<file path="config.mk">
export PLATFORM = sky130hd
export DESIGN_NAME = bmw_regs
export DESIGN_NICKNAME = d
export VERILOG_FILES = /design/src/pkg/bmw_pkg.sv /design/src/pkg/bmw_win_if.sv /design/src/hw/bmw_win_cmp.sv /design/src/hw/bmw_regs.sv
export SDC_FILE = /design/constraint.sdc
export NUM_CORES = 1
export LEC_CHECK = 0
export BUFFER_PORTS_ARGS = -buffer_cell sky130_fd_sc_hd__buf_2
export CAP_MARGIN = 0
export CELL_PAD_IN_SITES_DETAIL_PLACEMENT = 1
export CELL_PAD_IN_SITES_GLOBAL_PLACEMENT = 1
export CORE_MARGIN = 8
export CORE_UTILIZATION = 46
export CTS_CLUSTER_SIZE = 24
export DETAILED_ROUTE_END_ITERATION = 6
export GPL_TIMING_DRIVEN = 0
export PLACE_DENSITY_LB_ADDON = 0.15
export REMOVE_ABC_BUFFERS = 1
export SYNTH_ARGS = -nofsm -noshare
export SYNTH_HDL_FRONTEND = slang
export SYNTH_HIERARCHICAL = 1
export SYNTH_SLANG_ARGS = --single-unit
export TNS_END_PERCENT = 100
</file>
<file path="constraint.sdc">
create_clock -name i_clk -period 3.5 [get_ports i_clk]
set_input_delay 0 -clock i_clk [delete_from_list [all_inputs] [get_ports i_clk]]
set_output_delay 0 -clock i_clk [all_outputs]
set_load 0.01 [all_outputs]
</file>
<file path="src/pkg/bmw_pkg.sv">
// What this block does
// - Bits 3:0 of the memory window bottom and bits 19:16 of the memory window top always read zero and ignore writes.
// - Bits 15:4 of the memory window bottom give address bits 31:20 of the window bottom, whose low 20 bits are zero.
// - Bits 31:20 of the memory window top give address bits 31:20 of the window top, whose low 20 bits are all ones.
// - Memory transactions are forwarded by whether their address lies in the 1 MB aligned and 1 MB grained memory window.
// - The low four bits of the prefetch window bottom and top are read only and read one, marking 64-bit support.
// - Bits 15:4 of the prefetch window bottom give address bits 31:20, low 20 bits zero, bits 63:32 from the high bottom.
// - Bits 31:20 of the prefetch window top give address bits 31:20, low 20 bits all ones, bits 63:32 from the high top.
// - A fully writable 32-bit register holds bits 63:32 of the prefetch window bottom.
// - Memory reads and writes are forwarded by whether their address lies in the 1 MB grained prefetch window.
// - A fully writable 32-bit register holds bits 63:32 of the prefetch window top.
package bmw_pkg;

	// ==========================================================
	// configuration access
	localparam int BMW_CFG_AW = 8;
	localparam int BMW_DW = 32;
	localparam int BMW_BE_W = 4;
	localparam int BMW_NREG = 4;

	// ==========================================================
	// register offsets, index order 0..3
	localparam logic [7:0] BMW_OFS_MEM_WIN = 8'h20;
	localparam logic [7:0] BMW_OFS_PF_WIN = 8'h24;
	localparam logic [7:0] BMW_OFS_PF_BOT_HI = 8'h28;
	localparam logic [7:0] BMW_OFS_PF_TOP_HI = 8'h2c;
	localparam logic [BMW_NREG-1:0][7:0] BMW_OFS = {
		BMW_OFS_PF_TOP_HI, BMW_OFS_PF_BOT_HI, BMW_OFS_PF_WIN, BMW_OFS_MEM_WIN};

	// ==========================================================
	// field layout
	localparam int BMW_FIELD_W = 12;
	localparam int BMW_BOT_LSB = 4;
	localparam int BMW_TOP_LSB = 20;
	localparam int BMW_IND_W = 4;
	localparam int BMW_TOP_IND_LSB = 16;
	localparam int BMW_GRAN_BITS = 20;
	localparam logic [BMW_GRAN_BITS-1:0] BMW_LOW_ZERO = 20'h00000;
	localparam logic [BMW_GRAN_BITS-1:0] BMW_LOW_ONES = 20'hfffff;
	localparam logic [31:0] BMW_HI_ZERO = 32'h0000_0000;
	localparam logic [BMW_IND_W-1:0] BMW_MEM_IND = 4'h0;
	localparam logic [BMW_IND_W-1:0] BMW_PF_IND = 4'h1;

	// ==========================================================
	// writable masks, read-only values, reset values
	localparam logic [31:0] BMW_RW_WIN = 32'hfff0_fff0;
	localparam logic [31:0] BMW_RW_HI = 32'hffff_ffff;
	localparam logic [BMW_NREG-1:0][31:0] BMW_RW_MASK = {
		BMW_RW_HI, BMW_RW_HI, BMW_RW_WIN, BMW_RW_WIN};
	localparam logic [BMW_NREG-1:0][31:0] BMW_RO_VAL = {
		32'h0000_0000, 32'h0000_0000,
		{12'h000, BMW_PF_IND, 12'h000, BMW_PF_IND},
		{12'h000, BMW_MEM_IND, 12'h000, BMW_MEM_IND}};
	localparam logic [31:0] BMW_REG_RST = 32'h0000_0000;
	localparam logic [31:0] BMW_UNMAPPED = 32'h0000_0000;

endpackage : bmw_pkg

</file>
<file path="src/pkg/bmw_win_if.sv">
// ==========================================================
// one address window and the address tested against it
interface bmw_win_if;
	logic [63:0] bottom;
	logic [63:0] top;
	logic [63:0] addr;
	logic hit;

	modport owner (output bottom, output top, output addr, input hit);
	modport cmp (input bottom, input top, input addr, output hit);
endinterface : bmw_win_if

</file>
<file path="src/hw/bmw_win_cmp.sv">
// ==========================================================
// inclusive window compare
module bmw_win_cmp (
	bmw_win_if.cmp win
);
	import bmw_pkg::*;

	always_comb begin
		win.hit = (win.addr >= win.bottom) && (win.addr <= win.top);
	end

endmodule // bmw_win_cmp

</file>
<file path="src/hw/bmw_regs.sv">
module bmw_regs (
	input wire logic i_clk,
	input wire logic i_rst,
	input wire logic i_cfg_rd,
	input wire logic i_cfg_wr,
	input wire logic [bmw_pkg::BMW_CFG_AW-1:0] i_cfg_addr,
	input wire logic [bmw_pkg::BMW_BE_W-1:0] i_cfg_be_n,
	input wire logic [bmw_pkg::BMW_DW-1:0] i_cfg_wdata,
	output logic [bmw_pkg::BMW_DW-1:0] o_cfg_rdata,
	output logic o_cfg_rvalid,
	input wire logic i_chk_valid,
	input wire logic i_chk_up,
	input wire logic [63:0] i_chk_addr,
	output logic o_chk_done,
	output logic o_chk_fwd,
	output logic o_chk_mem_hit,
	output logic o_chk_pf_hit
);
	import bmw_pkg::*;

	// ==========================================================
	// storage: only writable bits are kept, indicators are ORed in on read
	logic [31:0] win_reg [BMW_NREG];
	logic [31:0] win_next [BMW_NREG];
	logic [31:0] be_mask;
	logic [5:0] dw_addr;

	always_comb begin
		for (int b = 0; b < BMW_BE_W; b++) begin
			be_mask[b*8 +: 8] = {8{~i_cfg_be_n[b]}};
		end
		dw_addr = i_cfg_addr[7:2];
	end

	for (genvar r = 0; r < BMW_NREG; r++) begin : g_reg
		logic sel;
		logic [31:0] wmask;

		always_comb begin
			sel = i_cfg_wr && (dw_addr == BMW_OFS[r][7:2]);
			wmask = be_mask & BMW_RW_MASK[r];
			win_next[r] = win_reg[r];
			if (sel) begin
				win_next[r] = (win_reg[r] & ~wmask) | (i_cfg_wdata & wmask);
			end
		end

		always_ff @(posedge i_clk) begin
			if (i_rst) begin
				win_reg[r] <= BMW_REG_RST;
			end else begin
				win_reg[r] <= win_next[r];
			end
		end
	end

	// ==========================================================
	// configuration read
	logic [31:0] rdata_reg, rdata_next;
	logic rvalid_reg, rvalid_next;

	always_comb begin
		rdata_next = rdata_reg;
		rvalid_next = i_cfg_rd;
		if (i_cfg_rd) begin
			rdata_next = BMW_UNMAPPED;
			for (int r = 0; r < BMW_NREG; r++) begin
				if (dw_addr == BMW_OFS[r][7:2]) begin
					rdata_next = (win_reg[r] & BMW_RW_MASK[r]) | BMW_RO_VAL[r];
				end
			end
		end
	end

	always_ff @(posedge i_clk) begin
		if (i_rst) begin
			rdata_reg <= BMW_REG_RST;
			rvalid_reg <= 1'b0;
		end else begin
			rdata_reg <= rdata_next;
			rvalid_reg <= rvalid_next;
		end
	end

	assign o_cfg_rdata = rdata_reg;
	assign o_cfg_rvalid = rvalid_reg;

	// ==========================================================
	// window limits
	bmw_win_if mem_if ();
	bmw_win_if pf_if ();

	logic [BMW_FIELD_W-1:0] mem_bot_field;
	logic [BMW_FIELD_W-1:0] mem_top_field;
	logic [BMW_FIELD_W-1:0] pf_bot_field;
	logic [BMW_FIELD_W-1:0] pf_top_field;

	always_comb begin
		mem_bot_field = win_reg[0][BMW_BOT_LSB +: BMW_FIELD_W];
		mem_top_field = win_reg[0][BMW_TOP_LSB +: BMW_FIELD_W];
		pf_bot_field = win_reg[1][BMW_BOT_LSB +: BMW_FIELD_W];
		pf_top_field = win_reg[1][BMW_TOP_LSB +: BMW_FIELD_W];
		mem_if.bottom = {BMW_HI_ZERO, mem_bot_field, BMW_LOW_ZERO};
		mem_if.top = {BMW_HI_ZERO, mem_top_field, BMW_LOW_ONES};
		pf_if.bottom = {win_reg[2], pf_bot_field, BMW_LOW_ZERO};
		pf_if.top = {win_reg[3], pf_top_field, BMW_LOW_ONES};
		mem_if.addr = i_chk_addr;
		pf_if.addr = i_chk_addr;
	end

	bmw_win_cmp u_mem_cmp (
		.win(mem_if.cmp)
	);

	bmw_win_cmp u_pf_cmp (
		.win(pf_if.cmp)
	);

	// ==========================================================
	// forwarding decision
	// downstream claims window hits, upstream claims everything else
	logic done_reg, done_next;
	logic fwd_reg, fwd_next;
	logic mem_hit_reg, mem_hit_next;
	logic pf_hit_reg, pf_hit_next;

	always_comb begin
		done_next = i_chk_valid;
		fwd_reg_hold: begin
			fwd_next = fwd_reg;
			mem_hit_next = mem_hit_reg;
			pf_hit_next = pf_hit_reg;
		end
		if (i_chk_valid) begin
			mem_hit_next = mem_if.hit;
			pf_hit_next = pf_if.hit;
			fwd_next = (mem_if.hit || pf_if.hit) ^ i_chk_up;
		end
	end

	always_ff @(posedge i_clk) begin
		if (i_rst) begin
			done_reg <= 1'b0;
			fwd_reg <= 1'b0;
			mem_hit_reg <= 1'b0;
			pf_hit_reg <= 1'b0;
		end else begin
			done_reg <= done_next;
			fwd_reg <= fwd_next;
			mem_hit_reg <= mem_hit_next;
			pf_hit_reg <= pf_hit_next;
		end
	end

	assign o_chk_done = done_reg;
	assign o_chk_fwd = fwd_reg;
	assign o_chk_mem_hit = mem_hit_reg;
	assign o_chk_pf_hit = pf_hit_reg;

	// ==========================================================
	// assertions
	logic full_wr;
	assign full_wr = i_cfg_wr && (i_cfg_be_n == 4'h0);

	AST_MEM_RO_ZERO: assert property (@(posedge i_clk) disable iff (i_rst)
		(i_cfg_wr && dw_addr == BMW_OFS_MEM_WIN[7:2]) ##1 (i_cfg_rd && dw_addr == BMW_OFS_MEM_WIN[7:2])
		|=> (o_cfg_rvalid && o_cfg_rdata[3:0] == 4'h0 && o_cfg_rdata[19:16] == 4'h0))
		else $error("memory window indicator bits not zero");

	AST_MEM_BOT_FIELD: assert property (@(posedge i_clk) disable iff (i_rst)
		(full_wr && dw_addr == BMW_OFS_MEM_WIN[7:2])
		|=> (mem_if.bottom[31:20] == $past(i_cfg_wdata[15:4]) && mem_if.bottom[19:0] == 20'h00000
			&& mem_if.bottom[63:32] == 32'h0000_0000))
		else $error("memory window bottom not taken from bits 15:4");

	AST_MEM_TOP_FIELD: assert property (@(posedge i_clk) disable iff (i_rst)
		(full_wr && dw_addr == BMW_OFS_MEM_WIN[7:2])
		|=> (mem_if.top[31:20] == $past(i_cfg_wdata[31:20]) && mem_if.top[19:0] == 20'hfffff))
		else $error("memory window top not taken from bits 31:20");

	AST_MEM_FWD: assert property (@(posedge i_clk) disable iff (i_rst)
		(i_chk_valid && !i_chk_up && i_chk_addr[63:32] == 32'h0000_0000
			&& i_chk_addr[31:20] >= mem_bot_field && i_chk_addr[31:20] <= mem_top_field)
		|=> (o_chk_done && o_chk_fwd && o_chk_mem_hit))
		else $error("downstream address in memory window not forwarded");

	AST_PF_IND: assert property (@(posedge i_clk) disable iff (i_rst)
		(i_cfg_rd && dw_addr == BMW_OFS_PF_WIN[7:2])
		|=> (o_cfg_rdata[3:0] == 4'h1 && o_cfg_rdata[19:16] == 4'h1))
		else $error("prefetch window indicator bits not one");

	AST_PF_BOT: assert property (@(posedge i_clk) disable iff (i_rst)
		(full_wr && dw_addr == BMW_OFS_PF_WIN[7:2]) ##1 !i_cfg_wr
		|=> (pf_if.bottom[31:20] == $past(i_cfg_wdata[15:4], 2) && pf_if.bottom[19:0] == 20'h00000))
		else $error("prefetch window bottom wrong");

	AST_PF_TOP: assert property (@(posedge i_clk) disable iff (i_rst)
		(full_wr && dw_addr == BMW_OFS_PF_WIN[7:2])
		|=> (pf_if.top[31:20] == $past(i_cfg_wdata[31:20]) && pf_if.top[19:0] == 20'hfffff))
		else $error("prefetch window top wrong");

	AST_PF_BOT_HI: assert property (@(posedge i_clk) disable iff (i_rst)
		(full_wr && dw_addr == BMW_OFS_PF_BOT_HI[7:2]) ##1 (i_cfg_rd && dw_addr == BMW_OFS_PF_BOT_HI[7:2]
			&& !i_cfg_wr)
		|=> (o_cfg_rdata == $past(i_cfg_wdata, 2) && pf_if.bottom[63:32] == $past(i_cfg_wdata, 2)))
		else $error("prefetch high bottom not stored");

	AST_PF_FWD_UP: assert property (@(posedge i_clk) disable iff (i_rst)
		(i_chk_valid && i_chk_up && i_chk_addr >= pf_if.bottom && i_chk_addr <= pf_if.top)
		|=> (o_chk_done && !o_chk_fwd && o_chk_pf_hit))
		else $error("upstream address in prefetch window forwarded");

	AST_PF_TOP_HI: assert property (@(posedge i_clk) disable iff (i_rst)
		(full_wr && dw_addr == BMW_OFS_PF_TOP_HI[7:2])
		|=> (pf_if.top[63:32] == $past(i_cfg_wdata)))
		else $error("prefetch high top not stored");

	AST_RESET_CLEAR: assert property (@(posedge i_clk) disable iff (i_rst)
		$fell(i_rst) |-> (mem_if.bottom == 64'h0 && pf_if.top == 64'h0000_0000_000f_ffff
			&& !o_cfg_rvalid && !o_chk_done))
		else $error("window fields not cleared by reset");

	AST_INCL_EDGES: assert property (@(posedge i_clk) disable iff (i_rst)
		(i_chk_valid && (i_chk_addr == mem_if.bottom || i_chk_addr == mem_if.top)
			&& mem_if.bottom <= mem_if.top)
		|=> o_chk_mem_hit)
		else $error("window edge not treated as inside");

	AST_DONE_PULSE: assert property (@(posedge i_clk) disable iff (i_rst)
		!i_chk_valid |=> !o_chk_done)
		else $error("check done without request");

	// ==========================================================
	// bus timing, held outputs and window edges

	logic rd_mapped;
	assign rd_mapped = (dw_addr == BMW_OFS_MEM_WIN[7:2]) || (dw_addr == BMW_OFS_PF_WIN[7:2])
		|| (dw_addr == BMW_OFS_PF_BOT_HI[7:2]) || (dw_addr == BMW_OFS_PF_TOP_HI[7:2]);

	AST_RD_ANSWER: assert property (@(posedge i_clk) disable iff (i_rst)
		i_cfg_rd |=> o_cfg_rvalid)
		else $error("read answer not one cycle after request");

	AST_RVALID_PULSE: assert property (@(posedge i_clk) disable iff (i_rst)
		!i_cfg_rd |=> !o_cfg_rvalid)
		else $error("read answer without request");

	AST_RDATA_HOLD: assert property (@(posedge i_clk) disable iff (i_rst)
		!i_cfg_rd |=> $stable(o_cfg_rdata))
		else $error("read data changed without a read");

	AST_UNMAPPED_ZERO: assert property (@(posedge i_clk) disable iff (i_rst)
		(i_cfg_rd && !rd_mapped) |=> (o_cfg_rdata == 32'h0000_0000))
		else $error("unmapped read not zero");

	AST_MEM_BOT_LANE: assert property (@(posedge i_clk) disable iff (i_rst)
		(i_cfg_wr && dw_addr == BMW_OFS_MEM_WIN[7:2] && i_cfg_be_n[1])
		|=> (mem_if.bottom[31:24] == $past(mem_if.bottom[31:24])))
		else $error("memory window bottom changed by a disabled lane");

	AST_MEM_TOP_LANE: assert property (@(posedge i_clk) disable iff (i_rst)
		(i_cfg_wr && dw_addr == BMW_OFS_MEM_WIN[7:2] && i_cfg_be_n[3])
		|=> (mem_if.top[31:24] == $past(mem_if.top[31:24])))
		else $error("memory window top changed by a disabled lane");

	AST_MEM_OUTSIDE: assert property (@(posedge i_clk) disable iff (i_rst)
		(i_chk_valid && (i_chk_addr < mem_if.bottom || i_chk_addr > mem_if.top))
		|=> !o_chk_mem_hit)
		else $error("address outside memory window reported inside");

	AST_PF_OUTSIDE: assert property (@(posedge i_clk) disable iff (i_rst)
		(i_chk_valid && (i_chk_addr < pf_if.bottom || i_chk_addr > pf_if.top))
		|=> !o_chk_pf_hit)
		else $error("address outside prefetch window reported inside");

	AST_PF_FWD_DOWN: assert property (@(posedge i_clk) disable iff (i_rst)
		(i_chk_valid && !i_chk_up && i_chk_addr[63:32] == win_reg[2] && i_chk_addr[63:32] == win_reg[3]
			&& i_chk_addr[31:20] >= pf_bot_field && i_chk_addr[31:20] <= pf_top_field)
		|=> (o_chk_done && o_chk_fwd && o_chk_pf_hit))
		else $error("downstream address in prefetch window not forwarded");

	AST_UP_MISS_FWD: assert property (@(posedge i_clk) disable iff (i_rst)
		(i_chk_valid && i_chk_up && !mem_if.hit && !pf_if.hit)
		|=> (o_chk_fwd && !o_chk_mem_hit && !o_chk_pf_hit))
		else $error("upstream address outside windows not forwarded");

	AST_DECISION_HOLD: assert property (@(posedge i_clk) disable iff (i_rst)
		!i_chk_valid |=> ($stable(o_chk_fwd) && $stable(o_chk_mem_hit) && $stable(o_chk_pf_hit)))
		else $error("forward decision changed without a query");

	AST_RST_OUTPUTS: assert property (@(posedge i_clk)
		i_rst |=> (mem_if.bottom == 64'h0 && pf_if.bottom == 64'h0 && o_cfg_rdata == 32'h0
			&& !o_cfg_rvalid && !o_chk_done && !o_chk_fwd))
		else $error("reset did not clear windows and outputs");

	COV_MEM_HIT: cover property (@(posedge i_clk) disable iff (i_rst)
		o_chk_done && o_chk_mem_hit && o_chk_fwd);
	COV_PF_HIT_64: cover property (@(posedge i_clk) disable iff (i_rst)
		o_chk_done && o_chk_pf_hit && $past(i_chk_addr[63:32]) != 32'h0000_0000);
	COV_UP_FWD: cover property (@(posedge i_clk) disable iff (i_rst)
		o_chk_done && o_chk_fwd && $past(i_chk_up));
	COV_PART_WRITE: cover property (@(posedge i_clk) disable iff (i_rst)
		i_cfg_wr && i_cfg_be_n == 4'hc && dw_addr == BMW_OFS_PF_WIN[7:2]);

endmodule // bmw_regs

</file>
==> run metrics, run 1 <==
die width=185 um; f_max=approximately 300 MHz; most instantiated cells after synthesis=257 x inv_1, 256 x ha_1, 150 x nand2b_1, 149 x dfxtp_1, 120 x mux2i_1; first-pass GRT wire length=68.8 mm; CP max stage delay=0.62 ns; vias in the first global route=13000; initial antenna violation count=6; Rows=62; final hold vios=0; setup TNS=0 ns; Synth Register Bits=149; Period Utilization, post-route=97.1%; post-route insts no fill=2255; power share of the clock group=between 40% and 50%; CTS tree=yes; Synth top area share=24.4%; post-CTS setup buffer count=0; class of the worst hold path=primary input to flip-flop; I/O Buffers=148; top cells by area, synth=ha_1 24%, dfxtp_1 23%, mux2i_1 9.1%; # fillers=3546; Area Growth Syn to Fin=19.8%; Slew headroom=~4.7%; Async SR Flop Fraction=0%; routability congestion estimate=about 0.85; power share of the combinational group=a little over a fifth; DPL Wire Length=34.7 mm; num ports=151; Slew @ Worst Pin=1.43 ns; routed length per instance=19.5 um; synthesized area per cell=8.43 sq um; DR iter-0 viols=684; TritonCTS buffer count=17; sequential-to-total area share from yosys stat=22.7%; Hold Crit Depth=3; GRT overflow=0; fraction of layout cells with a size suffix above 1=13.2%; Syn Inst Count=1558; die height=185 um; total power=approximately 4600 uW; number of synthesized flops with an enable pin=0; setup slack, reg-to-reg=0.10 ns; Routed WL=approximately 44 mm; starting density of the core=46.3%; Final Critical Period=3.40 ns; # H-tree levels=4; slowest CP cell=or4_4; CTS clock-pin slew for the worst setup and hold paths=0.07 ns; routed vias/inst=around 5.4; Worst-Skew Late Latency=0.43 ns; yosys warns=6; leakage dissipation=around 0.0073 uW; Layout Utilization=55.4%; mapped cell area=around 13000 sq um; most frequent CP cell=or3_1; RSZ-0062 raised after global routing=no; NumNets Final=2226; clk sink count=roughly 150; placed insts=roughly 2200; fin. max-slew vios=0; setup violators final=0; GRT Total Usage=25.7%; Core Area=about 28000 sq um; router iterations before antenna repair=5; drt drc=0; largest area contributor in the netlist=ha_1; FF-to-FF End=o_chk_fwd; Worst Setup Start Kind=flip-flop; Setup Skew=0.00764 ns; die area=around 34000 sq um; Routed Antenna Nets=0; Max IR drop VDD=0.254 mV; critical path required time=3.85 ns; Worst EP arrival=roughly 3.8 ns; Pwr Density=293 nW/um^2; WS Path Type=flip-flop to flip-flop; CTS Root Cell=clkbuf_16; largest net degree at the start of global routing=94; critical path cell sequence=inv_1, ha_1, nand4_1, nor3_1, nand3_2, or4_4, or3_1, a32oi_1, or3_1, nand3_1, a21oi_1; Max Cap Viol=0; worst hold slack=0.0280 ns; Reg2Reg Depth=11; count leader, synth=inv_1; outcome=finished, final reports clean; CP Max Fanout=3; internal power=3200 uW; Clock Path Buffers=2; Yosys cell types=66; Net Switching=around 1400 uW; Synth Flop Type=dfxtp_1; Vias=12300; Sequential Power Share=37.1%; Hold Crit Start=i_cfg_wdata[20]; Crit. End Element=flip-flop; sw frac=30.7%
worst max-delay path, delay by kind of cell (launching register included):
kind	cells	cell delay, ns
flip-flops	1	0.39
buffers and inverters	1	0.06
AND/OR/NAND/NOR	7	2.02
adder cells (fa/ha/maj)	1	0.33
AO/OA/AOI/OAI	2	0.53
power by group through the flow:
stage / Combinational, uW / Clock [uW] / Sequential [uW]
2_1_floorplan: 538 / 0 / 1750
3_3_place_gp: 857 / 0 / 1750
3_5_place_dp: 908 / 0 / 1750
4_1_cts: 946 / 1950 / 1710
5_1_grt: 1090 / 2010 / 1710
6_report: 973 / 1930 / 1710
what timing repair did:
action,CTS,global route
pin swaps,0,0
endpoints found under the hold margin,99,0
setup endpoints to repair,1,1
gates resized for setup,2,5
hold buffers,32,0
worst max path at each step:
stage / endpoint / slack [ns] / from
final: o_chk_fwd / 0.10 / flip-flop
after CTS: o_chk_fwd / 0.04 / flip-flop
after global routing: o_chk_fwd / 0.01 / flip-flop
after global placement: flip-flop / -3.06 / i_cfg_addr[7]
after detailed placement: o_chk_fwd / -0.09 / flip-flop
after floorplan: flip-flop / -0.15 / i_cfg_addr[6]
cells by family (layout without fill, tap and decap cells):
kind of cell / count (synthesis) / in the layout / share of synthesized area, %
AO/OA/AOI/OAI: 278 / 278 / 14.5
adder cells (fa/ha/maj): 256 / 256 / 24.4
other: 2 / 146 / 0.0572
AND/OR/NAND/NOR: 429 / 429 / 18.3
multiplexers: 138 / 138 / 11.0
buffers and inverters: 306 / 475 / 9.02
flip-flops: 149 / 149 / 22.7
layout make-up:
type / instances / area (sq um) / share of cell area [%]
sequential: 149 / 2980 / 19.0
clock inverter: 14 / 164 / 1.04
antenna: 2 / 5.00 / 0.0318
tap: 384 / 480 / 3.05
clock buffer: 18 / 439 / 2.79
timing repair buffer: 186 / 1150 / 7.31
multi-input combinational: 1245 / 9550 / 60.7
inverter: 257 / 965 / 6.13
cells in the final DEF, fill, tap and decap left out, drive strengths merged, types with 6 or more instances in the layout:
cell type / Yosys / layout
nor2: 35 / 35
mux2i: 120 / 120
a2bb2oi: 9 / 9
a221oi: 11 / 11
o32ai: 14 / 14
buf: 22 / 154
a41oi: 7 / 7
inv: 257 / 263
nor2b: 14 / 14
a21o: 14 / 14
nand4: 40 / 40
dlygate4sd3: 0 / 32
mux2: 14 / 14
conb: 2 / 144
ha: 256 / 256
nor3: 14 / 14
a21oi: 99 / 99
nand2b: 150 / 150
dfxtp: 149 / 149
nor3b: 6 / 6
o211ai: 18 / 18
nor4: 9 / 9
o21ai: 59 / 59
nand3: 43 / 43
a311oi: 7 / 7
nand2: 91 / 91
o21ba: 6 / 6
clkbuf: 27 / 18
and4: 6 / 6
stage by stage:
stage          cell area, sq um  worst slack [ns]
3_3_place_gp              14700             -3.06
4_1_cts                   15700            0.0363
5_1_grt                   15700            0.0121
6_report                  15700             0.100
3_5_place_dp              14800           -0.0885
2_1_floorplan             13400            -0.149
layer usage:
metal	vias to the layer above	part of all wire [%]	GRT usage, %
met1	5985	44	31.3
met2	303	47	44.2
li1	5911	-	-
met5	-	0.11	0
met4	8	3.0	9.38
met3	82	5.5	5.36
(Power assumes the default switching activity.)
==> inputs of run 2 (changes only) <==
==> constraint.sdc (replaced) <==
create_clock -name i_clk -period 3.5 [get_ports i_clk]
set_input_delay 0.35 -clock i_clk [delete_from_list [all_inputs] [get_ports i_clk]]
set_output_delay 0.35 -clock i_clk [all_outputs]
set_load 0.01 [all_outputs]
==> run 2 against run 1 <==
  * Die area is the same
  * Clock-buffer cell count is the same
  * Final cell count shrank 1.4%
  * Register-to-register slack is essentially flat
  * Sequential share of layout area grew 0.39 points
  * Critical path type unchanged
==> run metrics, run 2 (synthesis results as in run 1) <==
RSZ-0062 raised after global routing=no; f_max=294 MHz (about the same); most common cell after layout, fill and taps aside=inv_1; Sequential Power Share=37.4% (+0.3 points); CTS clock-pin slew for the worst setup and hold paths=0.07 ns (about the same); Rows=62 (unchanged); Reg2Reg Depth=11 (unchanged); Hold Crit Start=i_cfg_wdata[2]; Worst EP arrival=3.76 ns (about the same); setup slack, reg-to-reg=0.1 ns (about the same); critical path required time=3.85 ns (about the same); num ports=151 (unchanged); # fillers=3577 (+0.87%); Slew @ Worst Pin=1.43 ns (+0.000614 ns); Register Area=2980 sq um (unchanged); Max IR drop VDD=0.254 mV (about the same); Routed Antenna Nets=0 (unchanged); NumNets Final=2194 (-1.4%); leakage dissipation=0.00713 uW (-1.8%); Final Critical Period=3.40 ns (+0.00226 ns); routability congestion estimate=0.845 (unchanged); Vias=12100 (-1.7%); CTS tree=yes; met1 Use GR=31.2% (-0.043 points); grt peak-use layer=met2; design area=15400 sq um (-2.0%); fraction of layout cells with a size suffix above 1=13.4% (+0.23 points); Setup Skew=0.0102 ns (+0.00252 ns); GRT Total Usage=25.4% (-0.31 points); Crit. End Element=flip-flop; power share of the combinational group=20.5% (-0.6 points); Period Utilization, post-route=97.2% (about the same); Area Growth Syn to Fin=17.4%; CTS Hold Bufs=0 (-100%); # H-tree levels=4 (unchanged); Routed WL=43.4 mm (-1.3%); Slew headroom=4.65% (-0.041 points); die height=185 um (unchanged); die width=185 um (unchanged); clk sink count=149 (unchanged); vias in the first global route=12700 (-1.9%); CP Max Fanout=3 (unchanged); router iterations before antenna repair=5 (unchanged); outcome=finished, final reports clean; placed insts=2189 (unchanged); GRT met2 Usage=43.1% (-1.2 points); commonest cells after routing, fill and taps aside=257 x inv_1, 256 x ha_1, 150 x nand2b_1; routed length per instance=19.5 um (+0.16%); internal power=3170 uW (-0.73%); Clock Path Buffers=2 (unchanged); starting density of the core=46.3% (unchanged); drt drc=0 (unchanged); routed vias/inst=5.44 (-0.25%); TritonCTS buffer count=17 (unchanged); power share of the clock group=42.1% (+0.3 points); sw frac=30.8% (+0.076 points); DPL Wire Length=34.7 mm (unchanged); I/O Buffers=148 (unchanged); largest net degree at the start of global routing=94 (unchanged); FF-to-FF End=o_chk_fwd; Area after DPL=14800 sq um (unchanged); Pwr Density=297 nW/um^2 (+1.4%); GRT overflow=0 (unchanged); area of the multi-input gates=9550 sq um (unchanged); WS Path Type=flip-flop to flip-flop; initial antenna violation count=6 (unchanged); Net Switching=1410 uW (-0.38%); Core Area=28400 sq um (unchanged); Worst-Skew Late Latency=0.44 ns (about the same); fin. max-slew vios=0 (unchanged); DR iter-0 viols=727 (+6.3%); Layout Utilization=54.3% (-1.1 points); die area=34200 sq um (unchanged); setup violators final=0 (unchanged); Hold Crit Depth=3 (unchanged); class of the worst hold path=primary input to flip-flop; first-pass GRT wire length=67.8 mm (-1.5%); final hold vios=0 (unchanged); CTS Root Cell=clkbuf_16; Worst Setup Start Kind=flip-flop; post-route insts no fill=2223 (-1.4%); Max Cap Viol=0 (unchanged); met3 Resource Use GR=5.28% (-0.078 points)
## run 2: power by group through the flow
stage | clock, uW | sequential [uW] | combinational, uW
global route | 2010 | 1710 | 1060
detailed placement | 0 | 1750 | 908
global placement | 0 | 1750 | 857
finish | 1930 | 1710 | 942
floorplan | 0 | 1750 | 538
CTS | 1950 | 1710 | 919
## run 2: worst max path at each step
| stage | cells past startpoint | start | to |
|---|---|---|---|
| floorplan | 3 | i_cfg_addr[6] | flip-flop |
| global placement | 4 | i_cfg_addr[7] | flip-flop |
| detailed placement | 11 | i_chk_addr[61] | o_chk_fwd |
| CTS | 11 | flip-flop | o_chk_fwd |
| global route | 11 | flip-flop | o_chk_fwd |
| finish | 11 | flip-flop | o_chk_fwd |
## run 2: final cells by class
| class | count | share of cell area [%] |
|---|---|---|
| diodes | 2 | 0.0325 |
| clock buffers | 18 | 2.85 |
| clock inverters | 14 | 1.06 |
| inverters | 257 | 6.26 |
| multi-input cells | 1245 | 61.9 |
| flip-flops and latches | 149 | 19.3 |
| well taps | 384 | 3.12 |
| repair buffers | 154 | 5.39 |
## run 2: per-layer routing
metal  routed length, um  part of all wire [%]
met3                2500                   5.8
met2               20300                    47
met4                1350                   3.1
met1               19300                    44
met5                  50                  0.12
## run 2: what timing repair did
item | 4_1_cts | 5_1_grt
endpoints found under the hold margin | 0 | 0
gates resized for setup | 2 | 5
pin swaps | 0 | 0
setup buffers | 0 | 0
endpoints found under the setup margin | 1 | 1
## run 2: critical path, stage by stage, from the launching register on
cell and delay, ns:
dfxtp_1 0.38, inv_1 0.07, ha_1 0.31, nand4_1 0.20
nor3_4 0.34, nand3_2 0.20, or4_4 0.62, or3_1 0.39
a32oi_1 0.36, or3_1 0.18, nand3_1 0.08, a21oi_1 0.17
## run 2: per-stage QoR
step | TNS [ns] | power, uW | setup WS, ns | hold slack, ns
2_1_floorplan | -50.83 | 2290 | -0.499 | 0.419
3_3_place_gp | -424.09 | 2610 | -3.41 | 0.453
3_5_place_dp | -0.151 | 2660 | -0.151 | 0.469
4_1_cts | 0 | 4590 | 0.0363 | 0.188
5_1_grt | 0 | 4780 | 0.0121 | 0.205
6_report | 0 | 4580 | 0.0981 | 0.201
==> inputs of run 3 (changes only) <==
--- a/config.mk
+++ b/config.mk
@@ -10,7 +10,7 @@
 export CELL_PAD_IN_SITES_DETAIL_PLACEMENT = 1
 export CELL_PAD_IN_SITES_GLOBAL_PLACEMENT = 1
 export CORE_MARGIN = 8
-export CORE_UTILIZATION = 46
+export CORE_UTILIZATION = 41
 export CTS_CLUSTER_SIZE = 24
 export DETAILED_ROUTE_END_ITERATION = 6
 export GPL_TIMING_DRIVEN = 0
==> constraint.sdc (replaced) <==
create_clock -name i_clk -period 2.8 [get_ports i_clk]
set_input_delay 0.28 -clock i_clk [delete_from_list [all_inputs] [get_ports i_clk]]
set_output_delay 0.28 -clock i_clk [all_outputs]
set_load 0.01 [all_outputs]
==> run 3 against run 2 <==
  * Critical endpoint unchanged
  * The flow now finishes with violations (setup timing)
  * Setup slack got worse by 0.27 ns
  * Clock skew fell by 0.0022 ns
  * Global-route usage fell by 2.4 points
  * Non-clock buffer count rose by 11
  * Register-to-register slack got worse by 0.27 ns
  * Sequential share of layout area fell by 0.33 points
  * Power rose by 23%
  * Flip-flop and latch count did not move
  * Die area rose by 11%
  * Fmax rose by 14%
  * Clock power rose by 20%
==> run metrics, run 3 (synthesis results as in run 1) <==
die height=195 um (+5.4%); total power=5660 uW (+23%); Routed Antenna Nets=0 (unchanged); f_max=336 MHz (+14%); starting density of the core=41.6% (-4.6 points); largest net degree at the start of global routing=97 (+3.2%); fin. max-slew vios=0 (unchanged); Worst Setup Start Kind=flip-flop; CTS clock-pin slew for the worst setup and hold paths=0.07 ns (about the same); leakage dissipation=0.00723 uW (+1.3%); vias in the first global route=12700 (-0.23%); final hold vios=0 (unchanged); setup TNS=-0.192 ns (-0.192 ns); CP top delay family=simple AND/OR/NAND/NOR gates; post-route insts no fill=2252 (+1.3%); initial antenna violation count=3 (-3); placed insts=2207 (+0.82%); setup violators final=2 (+2); RSZ-0062 raised after global routing=yes; Pwr Density=359 nW/um^2 (+21%); Area Growth Syn to Fin=19.9%; I/O Buffers=148 (unchanged); most common cell after layout, fill and taps aside=inv_1; Routed WL=44.4 mm (+2.2%); CP max stage delay=0.59 ns (-0.03 ns); Final Critical Period=2.97 ns (-0.429 ns); critical path required time=3.12 ns (-0.73 ns); Slew @ Worst Pin=1.25 ns (-0.184 ns); die area=38000 sq um (+11%); CP Max Fanout=3 (unchanged); CTS Root Cell=clkbuf_16; routed length per instance=19.7 um (+0.84%); commonest cells after routing, fill and taps aside=251 x inv_1, 248 x ha_1, 150 x nand2b_1; # H-tree levels=4 (unchanged); Worst EP arrival=3.29 ns (-0.47 ns); class of the worst hold path=primary input to flip-flop; router iterations before antenna repair=5 (unchanged); critical path cell sequence=inv_2, ha_4, nand4_1, nor3_4, nand3_4, or4_4, o211ai_1, a32oi_4, or3_1, nand3_1, a21oi_1; routability congestion estimate=0.850 (+0.63%); DPL Wire Length=35.4 mm (+2.2%); outcome=complete, but fails checks; Crit. End Element=flip-flop; CTS tree=yes; violated checks=setup timing; Layout Utilization=49.9% (-4.4 points); first-pass GRT wire length=69.2 mm (+2.0%); Buf+Inv Stages, Crit Path=1 (unchanged); final setup margin=-0.173 ns (-0.271 ns); pre-CTS WS=-0.746 ns (-0.594 ns); routed vias/inst=5.29 (-2.8%); drt drc=0 (unchanged); num ports=151 (unchanged); Worst-Skew Late Latency=0.44 ns (about the same); DR iter-0 viols=475 (-35%); TritonCTS buffer count=17 (unchanged); Slew headroom=16.8% (+12 points); die width=195 um (+5.4%); Vias=11900 (-1.5%); Setup Skew=0.00791 ns (-0.00225 ns); GRT Total Usage=23.0% (-2.4 points); WS Path Type=flip-flop to flip-flop; Rows=65 (+4.8%); fraction of layout cells with a size suffix above 1=15.7% (+2.3 points); Period Utilization, post-route=106% (+9.0 points); GRT overflow=0 (unchanged); Core Area=31600 sq um (+11%); slowest CP cell=or4_4; Max Cap Viol=0 (unchanged); clk sink count=149 (unchanged); Max IR drop VDD=0.396 mV (+56%); Clock Path Buffers=2 (unchanged); NumNets Final=2205 (+0.50%)
-- run 3: cell types whose count changed in the layout (fill, tap and decap cells not counted), sizes merged --
cell,delta
buf,+11
clkbuf,+5
inv,-3
clkinvlp,+2
clkinv,-3
bufinv,-1
-- run 3: repair_timing --
action | 4_1_cts | 5_1_grt
setup buffers | 5 | 6
resized for setup | 23 | 28
pin swaps | 10 | 17
hold buffers | 0 | 0
endpoints found under the setup margin | 24 | 3
-- run 3: per-layer routing --
layer	vias to the layer above	share of wire [%]	GRT usage, %
li1	5876	-	-
met5	-	0.029	0
met4	2	2.5	7.41
met3	65	4.1	4.92
met1	5742	46	28.7
met2	217	48	39.0
-- run 3: area by class of cell --
class / count / area [sq um]
inverters: 257 / 965
multi-input cells: 1245 / 9780
repair buffers: 165 / 917
diodes: 2 / 5.00
fillers: 3846 / 15800
clock inverters: 9 / 92.6
well taps: 402 / 503
flip-flops and latches: 149 / 2990
clock buffers: 23 / 488
-- run 3: path summary, 6_finish.rpt --
check                       start         endpoint  slack, ns  cells past startpoint
setup reg to reg        flip-flop        o_chk_fwd      -0.17                     11
hold reg to reg   o_cfg_rdata[27]  o_cfg_rdata[27]       0.46                      2
setup / recovery        flip-flop        o_chk_fwd      -0.17                     11
hold / removal    i_cfg_wdata[16]        flip-flop       0.11                      3
-- run 3: worst min-delay path, delay by kind of cell --
kind                   cells  cell delay (ns)
muxes                      1             0.07
and+or+nand+nor            1             0.07
buffers and inverters      1             0.10
-- run 3: through the flow --
| step | area [sq um] | hold WS, ns |
|---|---|---|
| 5_1_grt | 15700 | 0.127 |
| 2_1_floorplan | 13400 | 0.349 |
| 3_3_place_gp | 14700 | 0.443 |
| 6_report | 15700 | 0.114 |
| 4_1_cts | 15500 | 0.112 |
| 3_5_place_dp | 14800 | 0.450 |
-- run 3: report_power, final --
part | leakage [uW] | switching, uW | total [uW] | internal, uW
sequential | 0.00121 | 7.91 | 2140 | 2130
combinational | 0.00574 | 718 | 1200 | 479
clock | 0.000277 | 995 | 2320 | 1330
